$ cat config.mk
export PLATFORM = sky130hd
export DESIGN_NAME = qdsl_loader
export DESIGN_NICKNAME = d
export VERILOG_FILES = /design/src/hdl/qdsl_pkg.sv /design/src/hdl/qdsl_sync.sv /design/src/hdl/qdsl_loader.sv
export VERILOG_INCLUDE_DIRS = /design/src /design/src/hdl
export SDC_FILE = /design/constraint.sdc
export NUM_CORES = 1
export LEC_CHECK = 0
export ABC_AREA = 1
export BUFFER_PORTS_ARGS = -buffer_cell sky130_fd_sc_hd__buf_2
export CAP_MARGIN = 20
export CORE_ASPECT_RATIO = 0.5
export CORE_UTILIZATION = 50
export CTS_BUF_LIST = sky130_fd_sc_hd__clkbuf_8
export CTS_CLUSTER_SIZE = 40
export DETAILED_ROUTE_END_ITERATION = 7
export GPL_TIMING_DRIVEN = 0
export PLACE_DENSITY = 0.85
export SLEW_MARGIN = 0
export SYNTH_ARGS = -nofsm -noshare
export SYNTH_HDL_FRONTEND = slang
export SYNTH_HIERARCHICAL = 1
export SYNTH_SLANG_ARGS = --single-unit
$ cat constraint.sdc
create_clock -name ref_clk -period 1.7 [get_ports ref_clk]
set_clock_uncertainty 0.2 [all_clocks]
set_input_delay 0.255 -clock ref_clk [delete_from_list [all_inputs] [get_ports ref_clk]]
set_output_delay 0.255 -clock ref_clk [all_outputs]
set_load 0.05 [all_outputs]
$ cat src/hdl/qdsl_regs.svh
// Register offsets, field positions, reset values and timing counts of the loader
`ifndef QDSL_REGS_SVH
`define QDSL_REGS_SVH
`define QDSL_CTRL_OFS 12'h000
`define QDSL_STAT_OFS 12'h004
`define QDSL_CTRL_EN_BIT 0
`define QDSL_CTRL_RST 32'h0000_0001
`define QDSL_STAT_MODE_BIT 0
`define QDSL_STAT_CNT_LSB 4
`define QDSL_STAT_CMD_LSB 12
`define QDSL_WORD_BITS 16
`define QDSL_CODE_BITS 12
`define QDSL_NUM_CH 4
`define QDSL_SYNC_STAGES 2
`endif

$ cat src/hdl/qdsl_pkg.sv
// Types shared by the loader files
package qdsl_pkg;
   // Echo edge modes, one-hot
   typedef enum logic [1:0] {
      QDSL_MODE0 = 2'h1,
      QDSL_MODE1 = 2'h2
   } qdsl_mode_e;
   typedef logic [11:0] qdsl_code_t;
   typedef logic [15:0] qdsl_word_t;
endpackage

$ cat src/hdl/qdsl_sync.sv
// Two-flop synchroniser bank for pin inputs
`timescale 1ns/1ps
module qdsl_sync #(
   parameter int W = 1,
   parameter logic [W-1:0] RST = {W{1'b0}}
) (
   input wire logic ref_clk,
   input wire logic arst_n,
   input wire logic [W-1:0] d,
   output logic [W-1:0] q
);
   logic [W-1:0] meta_ff;
   logic [W-1:0] q_ff;

   // First stage is read by the second stage only
   always_ff @(posedge ref_clk or negedge arst_n)
   begin
      if (!arst_n)
      begin
         meta_ff <= RST;
         q_ff <= RST;
      end
      else
      begin
         meta_ff <= d;
         q_ff <= meta_ff;
      end
   end

   assign q = q_ff;
endmodule

$ cat src/hdl/qdsl_loader.sv
// Quad DAC serial loader: link front end, command decode, double buffers, APB slave
//
// Notes on behaviour
// - One 16-bit word per frame, MSB first, acted on at select rise whatever the bit count.
// - Word is two address bits, two control bits, then twelve code bits.
// - Address/control nibble picks registers, latch behaviour and echo edge.
// - Select high: shift clock and data ignored, echo released high.
// - Select low: serial input shifts in on each rising shift-clock edge.
// - Select rising edge executes the decoded command.
// - Four channels, each a 12-bit input register feeding a DAC register.
// - Load-DAC high: load inputs only, load DACs, or update all DACs.
// - Load-DAC low: DAC registers transparent, updates land at select rise.
// - Load-DAC low copies all input registers into DAC registers.
// - Load-all writes one code into every input and DAC register.
// - No-op leaves every input and DAC register unchanged.
// - Echo-edge command also copies all inputs into DAC registers.
// - Echo shows shift register output; stored codes are never shifted out.
// - Echo changes on rising edges in mode 1, falling edges in mode 0.
// - Echo lags input by 16.5 cycles in mode 0, 16 in mode 1.
// - Start in mode 1 after reset.
// - DAC code is straight binary 0 to 4095.
// - Control 01, load-DAC high: load addressed input register only.
// - Control 11, load-DAC high: load addressed input, then update all DACs.
// - Control 00 load-all or no-op; control 10 updates all, and sets mode when the high address bit is set.
// - Load-DAC low, control low bit set: load input and its DAC at once.
`timescale 1ns/1ps
`include "qdsl_regs.svh"
module qdsl_loader (
   input wire logic ref_clk,
   input wire logic arst_n,
   input wire logic psel,
   input wire logic penable,
   input wire logic pwrite,
   input wire logic [11:0] paddr,
   input wire logic [31:0] pwdata,
   output logic [31:0] prdata,
   output logic pready,
   output logic pslverr,
   input wire logic select_n,
   input wire logic shift_clk,
   input wire logic serial_in,
   input wire logic load_dac_n,
   output logic echo_out,
   output logic echo_oe,
   output qdsl_pkg::qdsl_code_t dac_code_a,
   output qdsl_pkg::qdsl_code_t dac_code_b,
   output qdsl_pkg::qdsl_code_t dac_code_c,
   output qdsl_pkg::qdsl_code_t dac_code_d
);
   localparam int NCH = `QDSL_NUM_CH;
   localparam logic [31:0] CTRL_RST = `QDSL_CTRL_RST;

   logic [3:0] pin_s;
   logic sel_n_s;
   logic sck_s;
   logic sin_s;
   logic load_dac_n_n_s;
   logic sel_n_q_ff;
   logic sck_q_ff;
   qdsl_pkg::qdsl_word_t sr_ff;
   logic out_bit_ff;
   logic echo_ff;
   logic echo_oe_ff;
   qdsl_pkg::qdsl_mode_e mode_ff;
   qdsl_pkg::qdsl_mode_e nxt_mode;
   qdsl_pkg::qdsl_code_t inp_ff [NCH];
   qdsl_pkg::qdsl_code_t dac_ff [NCH];
   logic [4:0] bit_cnt_ff;
   logic [4:0] last_cnt_ff;
   logic [3:0] last_cmd_ff;
   logic link_en_ff;
   logic [31:0] prdata_ff;
   logic pready_ff;
   logic pslverr_ff;

   // Pins pass two flops; reset to idle levels so no false edge follows reset
   qdsl_sync #(.W(4), .RST(4'h9)) u_sync (
      .ref_clk(ref_clk),
      .arst_n(arst_n),
      .d({select_n, shift_clk, serial_in, load_dac_n}),
      .q(pin_s)
   );
   assign sel_n_s = pin_s[3];
   assign sck_s = pin_s[2];
   assign sin_s = pin_s[1];
   assign load_dac_n_n_s = pin_s[0];

   // Edge detection on synchronised link signals; disabled link looks deselected
   wire selected = !sel_n_s && link_en_ff;
   wire sck_rise = sck_s && !sck_q_ff && selected;
   wire sck_fall = !sck_s && sck_q_ff && selected;
   wire sel_rise = sel_n_s && !sel_n_q_ff && link_en_ff;

   // Command fields of the last sixteen bits held
   wire addr_hi = sr_ff[15];
   wire addr_lo = sr_ff[14];
   wire ctrl_hi = sr_ff[13];
   wire ctrl_lo = sr_ff[12];
   wire [1:0] chan = sr_ff[15:14];
   wire [11:0] code = sr_ff[11:0];

   // Command decode, qualified by the select rising edge
   wire cmd_go = sel_rise;
   wire load_all = cmd_go && !ctrl_hi && !ctrl_lo && !addr_lo;
   wire load_one = cmd_go && ctrl_lo;
   wire upd_all = cmd_go && ctrl_hi && !(ctrl_lo && !load_dac_n_n_s);
   wire set_mode = cmd_go && ctrl_hi && !ctrl_lo && addr_hi;
   wire transparent = !load_dac_n_n_s;

   assign nxt_mode = addr_lo ? qdsl_pkg::QDSL_MODE1 : qdsl_pkg::QDSL_MODE0;

   // Link edge history
   always_ff @(posedge ref_clk or negedge arst_n)
   begin
      if (!arst_n)
      begin
         sel_n_q_ff <= 1'b1;
         sck_q_ff <= 1'b0;
      end
      else
      begin
         sel_n_q_ff <= sel_n_s;
         sck_q_ff <= sck_s;
      end
   end

   // Shift register; only rising edges while selected move it
   always_ff @(posedge ref_clk or negedge arst_n)
   begin
      if (!arst_n)
         sr_ff <= 16'h0000;
      else if (sck_rise)
         sr_ff <= {sr_ff[14:0], sin_s};
   end

   // Bit counter of the current frame, saturating above one word
   always_ff @(posedge ref_clk or negedge arst_n)
   begin
      if (!arst_n)
         bit_cnt_ff <= 5'h00;
      else if (!selected)
         bit_cnt_ff <= 5'h00;
      else if (sck_rise && bit_cnt_ff != 5'h1F)
         bit_cnt_ff <= bit_cnt_ff + 5'h01;
   end

   // Echo path: shifted-out bit kept for half a cycle more in mode 0
   always_ff @(posedge ref_clk or negedge arst_n)
   begin
      if (!arst_n)
      begin
         out_bit_ff <= 1'b1;
         echo_ff <= 1'b1;
         echo_oe_ff <= 1'b0;
      end
      else
      begin
         echo_oe_ff <= selected;
         if (sck_rise)
            out_bit_ff <= sr_ff[15];
         if (!selected)
            echo_ff <= 1'b1;
         else if (sck_rise && mode_ff == qdsl_pkg::QDSL_MODE1)
            echo_ff <= sr_ff[15];
         else if (sck_fall && mode_ff == qdsl_pkg::QDSL_MODE0)
            echo_ff <= out_bit_ff;
      end
   end

   // Echo edge mode, mode 1 out of reset
   always_ff @(posedge ref_clk or negedge arst_n)
   begin
      if (!arst_n)
         mode_ff <= qdsl_pkg::QDSL_MODE1;
      else if (set_mode)
         mode_ff <= nxt_mode;
   end

   // Per-channel double buffer; straight binary codes kept as loaded
   genvar gi;
   generate
      for (gi = 0; gi < NCH; gi++)
      begin : g_ch
         wire sel_me = load_one && (chan == 2'(gi));
         wire [11:0] nxt_inp = (load_all || sel_me) ? code : inp_ff[gi];
         wire dac_wr = load_all || transparent || upd_all;
         always_ff @(posedge ref_clk or negedge arst_n)
         begin
            if (!arst_n)
            begin
               inp_ff[gi] <= 12'h000;
               dac_ff[gi] <= 12'h000;
            end
            else
            begin
               inp_ff[gi] <= nxt_inp;
               if (dac_wr)
                  dac_ff[gi] <= nxt_inp;
            end
         end
      end
   endgenerate

   assign dac_code_a = dac_ff[0];
   assign dac_code_b = dac_ff[1];
   assign dac_code_c = dac_ff[2];
   assign dac_code_d = dac_ff[3];

   // Frame summary for software
   always_ff @(posedge ref_clk or negedge arst_n)
   begin
      if (!arst_n)
      begin
         last_cnt_ff <= 5'h00;
         last_cmd_ff <= 4'h0;
      end
      else if (cmd_go)
      begin
         last_cnt_ff <= bit_cnt_ff;
         last_cmd_ff <= sr_ff[15:12];
      end
   end

   // APB decode; answer comes one cycle into the access phase
   wire apb_acc = psel && penable && pready_ff;
   wire hit_ctrl = paddr == `QDSL_CTRL_OFS;
   wire hit_stat = paddr == `QDSL_STAT_OFS;
   wire hit_any = hit_ctrl || hit_stat;
   wire [31:0] stat_word = {16'h0000, last_cmd_ff, 3'h0, last_cnt_ff, 3'h0,
                            mode_ff == qdsl_pkg::QDSL_MODE1};
   wire [31:0] rd_mux = hit_ctrl ? {31'h0, link_en_ff} : (hit_stat ? stat_word : 32'h0);

   // Ready and read data registered so every bus output is a flop
   always_ff @(posedge ref_clk or negedge arst_n)
   begin
      if (!arst_n)
      begin
         pready_ff <= 1'b0;
         pslverr_ff <= 1'b0;
         prdata_ff <= 32'h0000_0000;
      end
      else
      begin
         pready_ff <= psel && penable && !pready_ff;
         pslverr_ff <= psel && penable && !pready_ff && !hit_any;
         prdata_ff <= (psel && penable && !pready_ff && !pwrite) ? rd_mux : 32'h0000_0000;
      end
   end

   // Link enable; disabling mid-frame drops the frame without executing it
   always_ff @(posedge ref_clk or negedge arst_n)
   begin
      if (!arst_n)
         link_en_ff <= CTRL_RST[`QDSL_CTRL_EN_BIT];
      else if (apb_acc && pwrite && hit_ctrl)
         link_en_ff <= pwdata[`QDSL_CTRL_EN_BIT];
   end

   assign prdata = prdata_ff;
   assign pready = pready_ff;
   assign pslverr = pslverr_ff;
   assign echo_out = echo_ff;
   assign echo_oe = echo_oe_ff;
endmodule

## Yosys cells after proc, flatten, opt, wreduce, memory -nomap -nowiden

Index checks and enable logic that the tools add are counted.

| storage, ports and cells | value |
|---|---|
| bits in registers | 160 |
| word-level logic and storage cells | 98 |

| operators by class | value |
|---|---|
| add/subtract/negate cells | 1 |
| equality and inequality tests | 9 |
| mux-type cells | 13 |
| reductions and logical operators | 51 |

Operator list:

| kind | number |
|---|---|
| 12-bit 2-to-1 mux | 4 |
| 16-bit 2-to-1 mux | 3 |
| 1-bit logical AND | 30 |
| 12-bit by 3-bit == test with 1-bit output (second input constant) | 1 |
| 1-bit zero test | 12 |
| 12-bit zero test | 1 |
| 5-bit 2-to-1 mux | 2 |
| 1-bit logical OR | 7 |
| 2-bit == test (second input constant) | 3 |
| 5-bit by 1-bit adder with 5-bit output (second input constant) | 1 |
| 5-bit inequality test (second input constant) | 1 |
| 2-bit by 1-bit == test with 1-bit output (second input constant) | 2 |
| 1-bit 2-to-1 mux | 3 |
| 3-bit by 1-bit inequality test with 1-bit output (second input constant) | 1 |
| 2-bit zero test | 1 |
| 2-bit 2-to-1 mux | 1 |
| 2-bit by 1-bit inequality test with 1-bit output (second input constant) | 1 |

## Longest topological paths before layout

| depth | value |
|---|---|
| depth after elaboration | 8 |
| depth in mapped cells | 10 |
| mapped depth without buffers | 8 |

## By module

The synthesis kept the hierarchy.

By module, submodules not included:

| module | instances | cells each | area each (um2) | sequential area each (um2) |
|---|---|---|---|---|
| qdsl_loader | 1 | 720 | 6326.1 | 3659.8 |
| qdsl_sync | 1 | 8 | 205.2 | 205.2 |

## Least setup slack after synthesis

Ideal clock, no wire load.

| path | value |
|---|---|
| kind | flip-flop to flip-flop |
| start point | register u_sync.q_ff[3] (netlist: u_sync/q[3]) |
| end point | register inp_ff[10] in the netlist's numbering |
| library setup time | 119 ps |
| data arrival time | 1446 ps |
| setup slack | -65 ps |
| cell stages (with the launch flop) | 9 |
| path buffers | 2 |
| clock period less this slack | 1765 ps |
| cells stage by stage | dfstp_2 -> nand2_1 -> nor2_2 -> buf_4 -> nand3_1 -> nand2_1 -> buf_2 -> nand2_1 -> and2_1 |

| on the way | value |
|---|---|
| word-level cells in the longest chain between the ends | 7 |

RTL lines:

| what | line | source |
|---|---|---|
| start, declared | qdsl_sync.sv:13 | `logic [W-1:0] q_ff;` |
| start signal, assigned | qdsl_sync.sv:26 | `q_ff <= meta_ff;` |
| 1-bit logical AND * (2 in a row) | qdsl_loader.sv:92 | `wire sel_rise = sel_n_s && !sel_n_q_ff && link_en_ff;` |
| 1-bit logical AND (3 in a row) | qdsl_loader.sv:104 | `wire load_all = cmd_go && !ctrl_hi && !ctrl_lo && !addr_lo;` |
| 1-bit logical OR * | qdsl_loader.sv:185 | `wire [11:0] nxt_inp = (load_all \|\| sel_me) ? code : inp_ff[gi];` |
| 12-bit 2-to-1 mux * | qdsl_loader.sv:185 |  |
| via g_ch[3].nxt_inp[10] | qdsl_loader.sv:185 |  |
| end signal, assigned by index | qdsl_loader.sv:196 | `inp_ff[gi] <= nxt_inp;` |
| end, declared | qdsl_loader.sv:66 | `qdsl_pkg::qdsl_code_t inp_ff [NCH];` |

Mark *: on every way through the listed nets, which the timed path passes. The rest lies on a longest branch.
A chain may end at the register's enable or synchronous reset.

## Final worst setup path

| path | value |
|---|---|
| start point | register sr_ff[13] |
| end point | register dac_ff, in the netlist dac_code_c[0] |

| on the way | value |
|---|---|
| word-level cells in the longest chain between the ends | 6 |

RTL lines:

| what | line | source |
|---|---|---|
| start, declared | qdsl_loader.sv:60 | `qdsl_pkg::qdsl_word_t sr_ff;` |
| start signal, assigned | qdsl_loader.sv:133 | `sr_ff <= {sr_ff[14:0], sin_s};` |
| 1-bit zero test | qdsl_loader.sv:104 |  |
| 1-bit logical AND (3 in a row) | qdsl_loader.sv:104 |  |
| 1-bit logical OR (on tied branches) | qdsl_loader.sv:185, qdsl_loader.sv:186 |  |
| 12-bit 2-to-1 mux or 1-bit logical OR (tied branches) | qdsl_loader.sv:185, qdsl_loader.sv:186 |  |
| end signal, assigned by index | qdsl_loader.sv:198 | `dac_ff[gi] <= nxt_inp;` |
| end, declared | qdsl_loader.sv:67 | `qdsl_pkg::qdsl_code_t dac_ff [NCH];` |

Parallel ways exist; a longest one is shown, timed or not.

==> results.tsv <==
metric	value	unit
wl_per_cell	19.5	um
overflow	0	
whs	-37.7	ps
yosys_warnings	6	
p_sw	1.78	mW
stdcell_area	0.00897	mm^2
synth_area	0.00653	mm^2
worstPathArrival	2120	ps
fillers	796	
violations	hold timing, setup timing	
worst_slack	-267	ps
avgViaCountPerCell	5.69	
fp.dieH	82.8	um
power_frac_clock	0.413	
p_int	5.29	mW
synth_ff_type	dfrtp_1	
gp_congestion	0.796	
cp.required	1850	ps
cp_max_fo	9	
antenna_found_initial	0	
p_total	7.07	mW
finalSetupTns	-16650	ps
startpoint	sr_ff[13]	
wirelength	21100	um
place_area	0.00729	mm^2
maxCapViolCount	0	
setup_viol	106	
status	finished with violations	
period_needed	1970	ps
max_slew_margin	0.585	
synth_edf_count	0	
cp-end-kind	flip-flop	
vdd_drop_max	461	uV
fin_crit_sh	1.16	
avgSynthCellArea	8.97	um^2
swShare	0.252	
pin_count	137	
ys_types	25	
synth-seq-cells	154	
fp.dieW	164	um
clkTransAtPathRegs	100	ps
port_buffers	83	
fmax	508	MHz
leakagePower	4.73	nW
drc	0	
critPathKind	reg2reg	
cts_root_buffer	clkbuf_8	
track_usage	0.260	
syn_to_final_growth	37.3	%
drive_gt1_frac	0.374	
first_pass_iters	6	
stdcell_count	1082	
numCtsBuffers	17	
ant_nets	0	
tritoncts	done	
grt_pass1_wl	26900	um
initialDrtViolationCount	788	
grt_pass1_vias	5550	
cts.htree.levels	4	
min_from	paddr[10]	
hold_viol	2	
post-dp-hpwl	9610	um
core-area	0.0127	mm^2
worstReg2RegStart	sr_ff[13]	
rsz0062_at_grt	yes	
layout.nets	954	
insertion_delay	470	ps
tightest_slew	622	ps
power.share.combinational	0.064	
hold_class	in2reg	
drv_slew	0	
die_area	0.0136	mm^2
startpoint_type	flip-flop	
syn_inst	728	
antenna_cells	0	
clock_path_buffers	2	
p_seq_frac	0.523	
initial_core_util	0.514	
cts.sinks	154	
synthArstFlopShare	1.00	
seq_area_frac_synth	0.592	
vias	6154	
power_density	788	mW/mm^2
rows	29	
place_inst	1003	
grt_max_degree	89	
power by group through the flow:
| stage | Combinational, mW | Sequential, mW | Clock (mW) |
|---|---|---|---|
| 2_1_floorplan | 0.209 | 3.78 | 0 |
| 6_report | 0.453 | 3.70 | 2.92 |
| 5_1_grt | 0.488 | 3.70 | 3.07 |
| 3_3_place_gp | 0.344 | 3.77 | 0 |
| 4_1_cts | 0.416 | 3.69 | 2.84 |
| 3_5_place_dp | 0.357 | 3.77 | 0 |
path summary, 6_finish.rpt:
path                                      to  slack, ps  cells past startpoint
max                            dac_code_c[0]       -270                     10
min                                prdata[0]        -40                      4
max reg2reg                    dac_code_c[0]       -270                     10
min reg2reg                      u_sync/q[3]        160                      0
max in group asynchronous  u_sync/meta_ff[0]        290                      3
min in group asynchronous         inp_ff[25]        150                      2
per-stage QoR:
| stage | util | setup slack, ps |
|---|---|---|
| after floorplan | - | -30.4 |
| after global placement | 0.572 | -1980 |
| after detailed placement | 0.574 | -335 |
| after CTS | 0.656 | -115 |
| after global routing | 0.706 | -333 |
| final | 0.706 | -267 |
cells in the final DEF (no fill, tap or decap), types with 7 or more instances in the layout:
master	n
and2_1	23
and2_4	25
buf_2	86
buf_4	45
buf_6	15
buf_8	9
clkbuf_8	21
conb_1	22
dfrtp_1	144
dfstp_2	9
dlygate4sd3_1	12
inv_1	90
nand2_1	141
nand2_2	40
nand2_4	17
nand3_1	71
nand3_2	28
nand3_4	9
nor2_1	13
nor3_1	14
o21ai_0	25
o21ai_1	7
kinds of logic (layout without fill, tap and decap cells):
| group | count (synthesis) | after routing | share of synthesized area |
|---|---|---|---|
| AOI/OAI and AO/OA | 37 | 37 | 0.0287 |
| and+or+nand+nor | 394 | 395 | 0.274 |
| adders and majority gates | 2 | 2 | 0.00383 |
| other | 1 | 22 | 0.000574 |
| DFF | 154 | 154 | 0.592 |
| buffers and inverters | 140 | 302 | 0.101 |
worst max-delay path, stage by stage (launching register included):
cell	delay (ps)
dfrtp_1	440
inv_1	120
nand2_1	70
nor2_2	210
nand2_8	150
nand3_4	160
inv_4	70
buf_8	150
buf_6	140
nand2_2	70
nand2_1	90
layout make-up:
class	instances	area [um^2]	area share
Clock buffer	21	289	0.0322
Sequential cell	154	3870	0.431
Clock inverter	11	120	0.0134
Buffer	50	453	0.0505
Multi-Input combinational cell	456	2680	0.299
Inverter	90	340	0.0379
Tap cell	170	213	0.0237
Timing Repair Buffer	130	1010	0.112
timing repair:
item,4_1_cts,5_1_grt
resized for setup,77,153
pin swaps,26,40
hold endpoints to repair,74,2
cloned,6,4
setup buffers,13,11
hold buffers,13,1
endpoints found under the setup margin,129,139
synth_stat cells, types with 3 or more instances:
cell,instances,area share
nor3_1,15,0.011
clkbuf_1,6,0.0034
nand3_1,107,0.082
dfstp_2,9,0.036
buf_2,13,0.010
dfrtp_1,145,0.56
nor2_2,3,0.0029
nor2_1,16,0.0092
nand2_2,3,0.0029
nand4_1,4,0.0038
nand2_1,195,0.11
buf_4,28,0.032
o21ai_0,34,0.026
inv_1,89,0.051
and2_1,48,0.046
metal layers:
metal | track usage | vias to the layer above | wire (um)
met3 | 0.0774 | 128 | 2380
met5 | 0 | - | 0
met4 | 0.126 | 0 | 1270
met1 | 0.312 | 2951 | 7540
met2 | 0.429 | 498 | 9930
li1 | - | 2577 | -
sequential cells by signal, summed over array words and instances (netlist names):
register / flops
link_en_ff: 1
dac_code_b: 12
bit_cnt_ff: 5
pready: 1
u_sync/meta_ff: 4
dac_code_c: 12
last_cmd_ff: 4
pslverr: 1
dac_code_d: 12
sck_q_ff: 1
last_cnt_ff: 5
inp_ff: 48
mode_ff: 2
echo_out: 1
echo_oe: 1
out_bit_ff: 1
prdata: 10
dac_code_a: 12
sr_ff: 16
u_sync/q: 4
sel_n_q_ff: 1
Power figures use the tool's default switching activity.
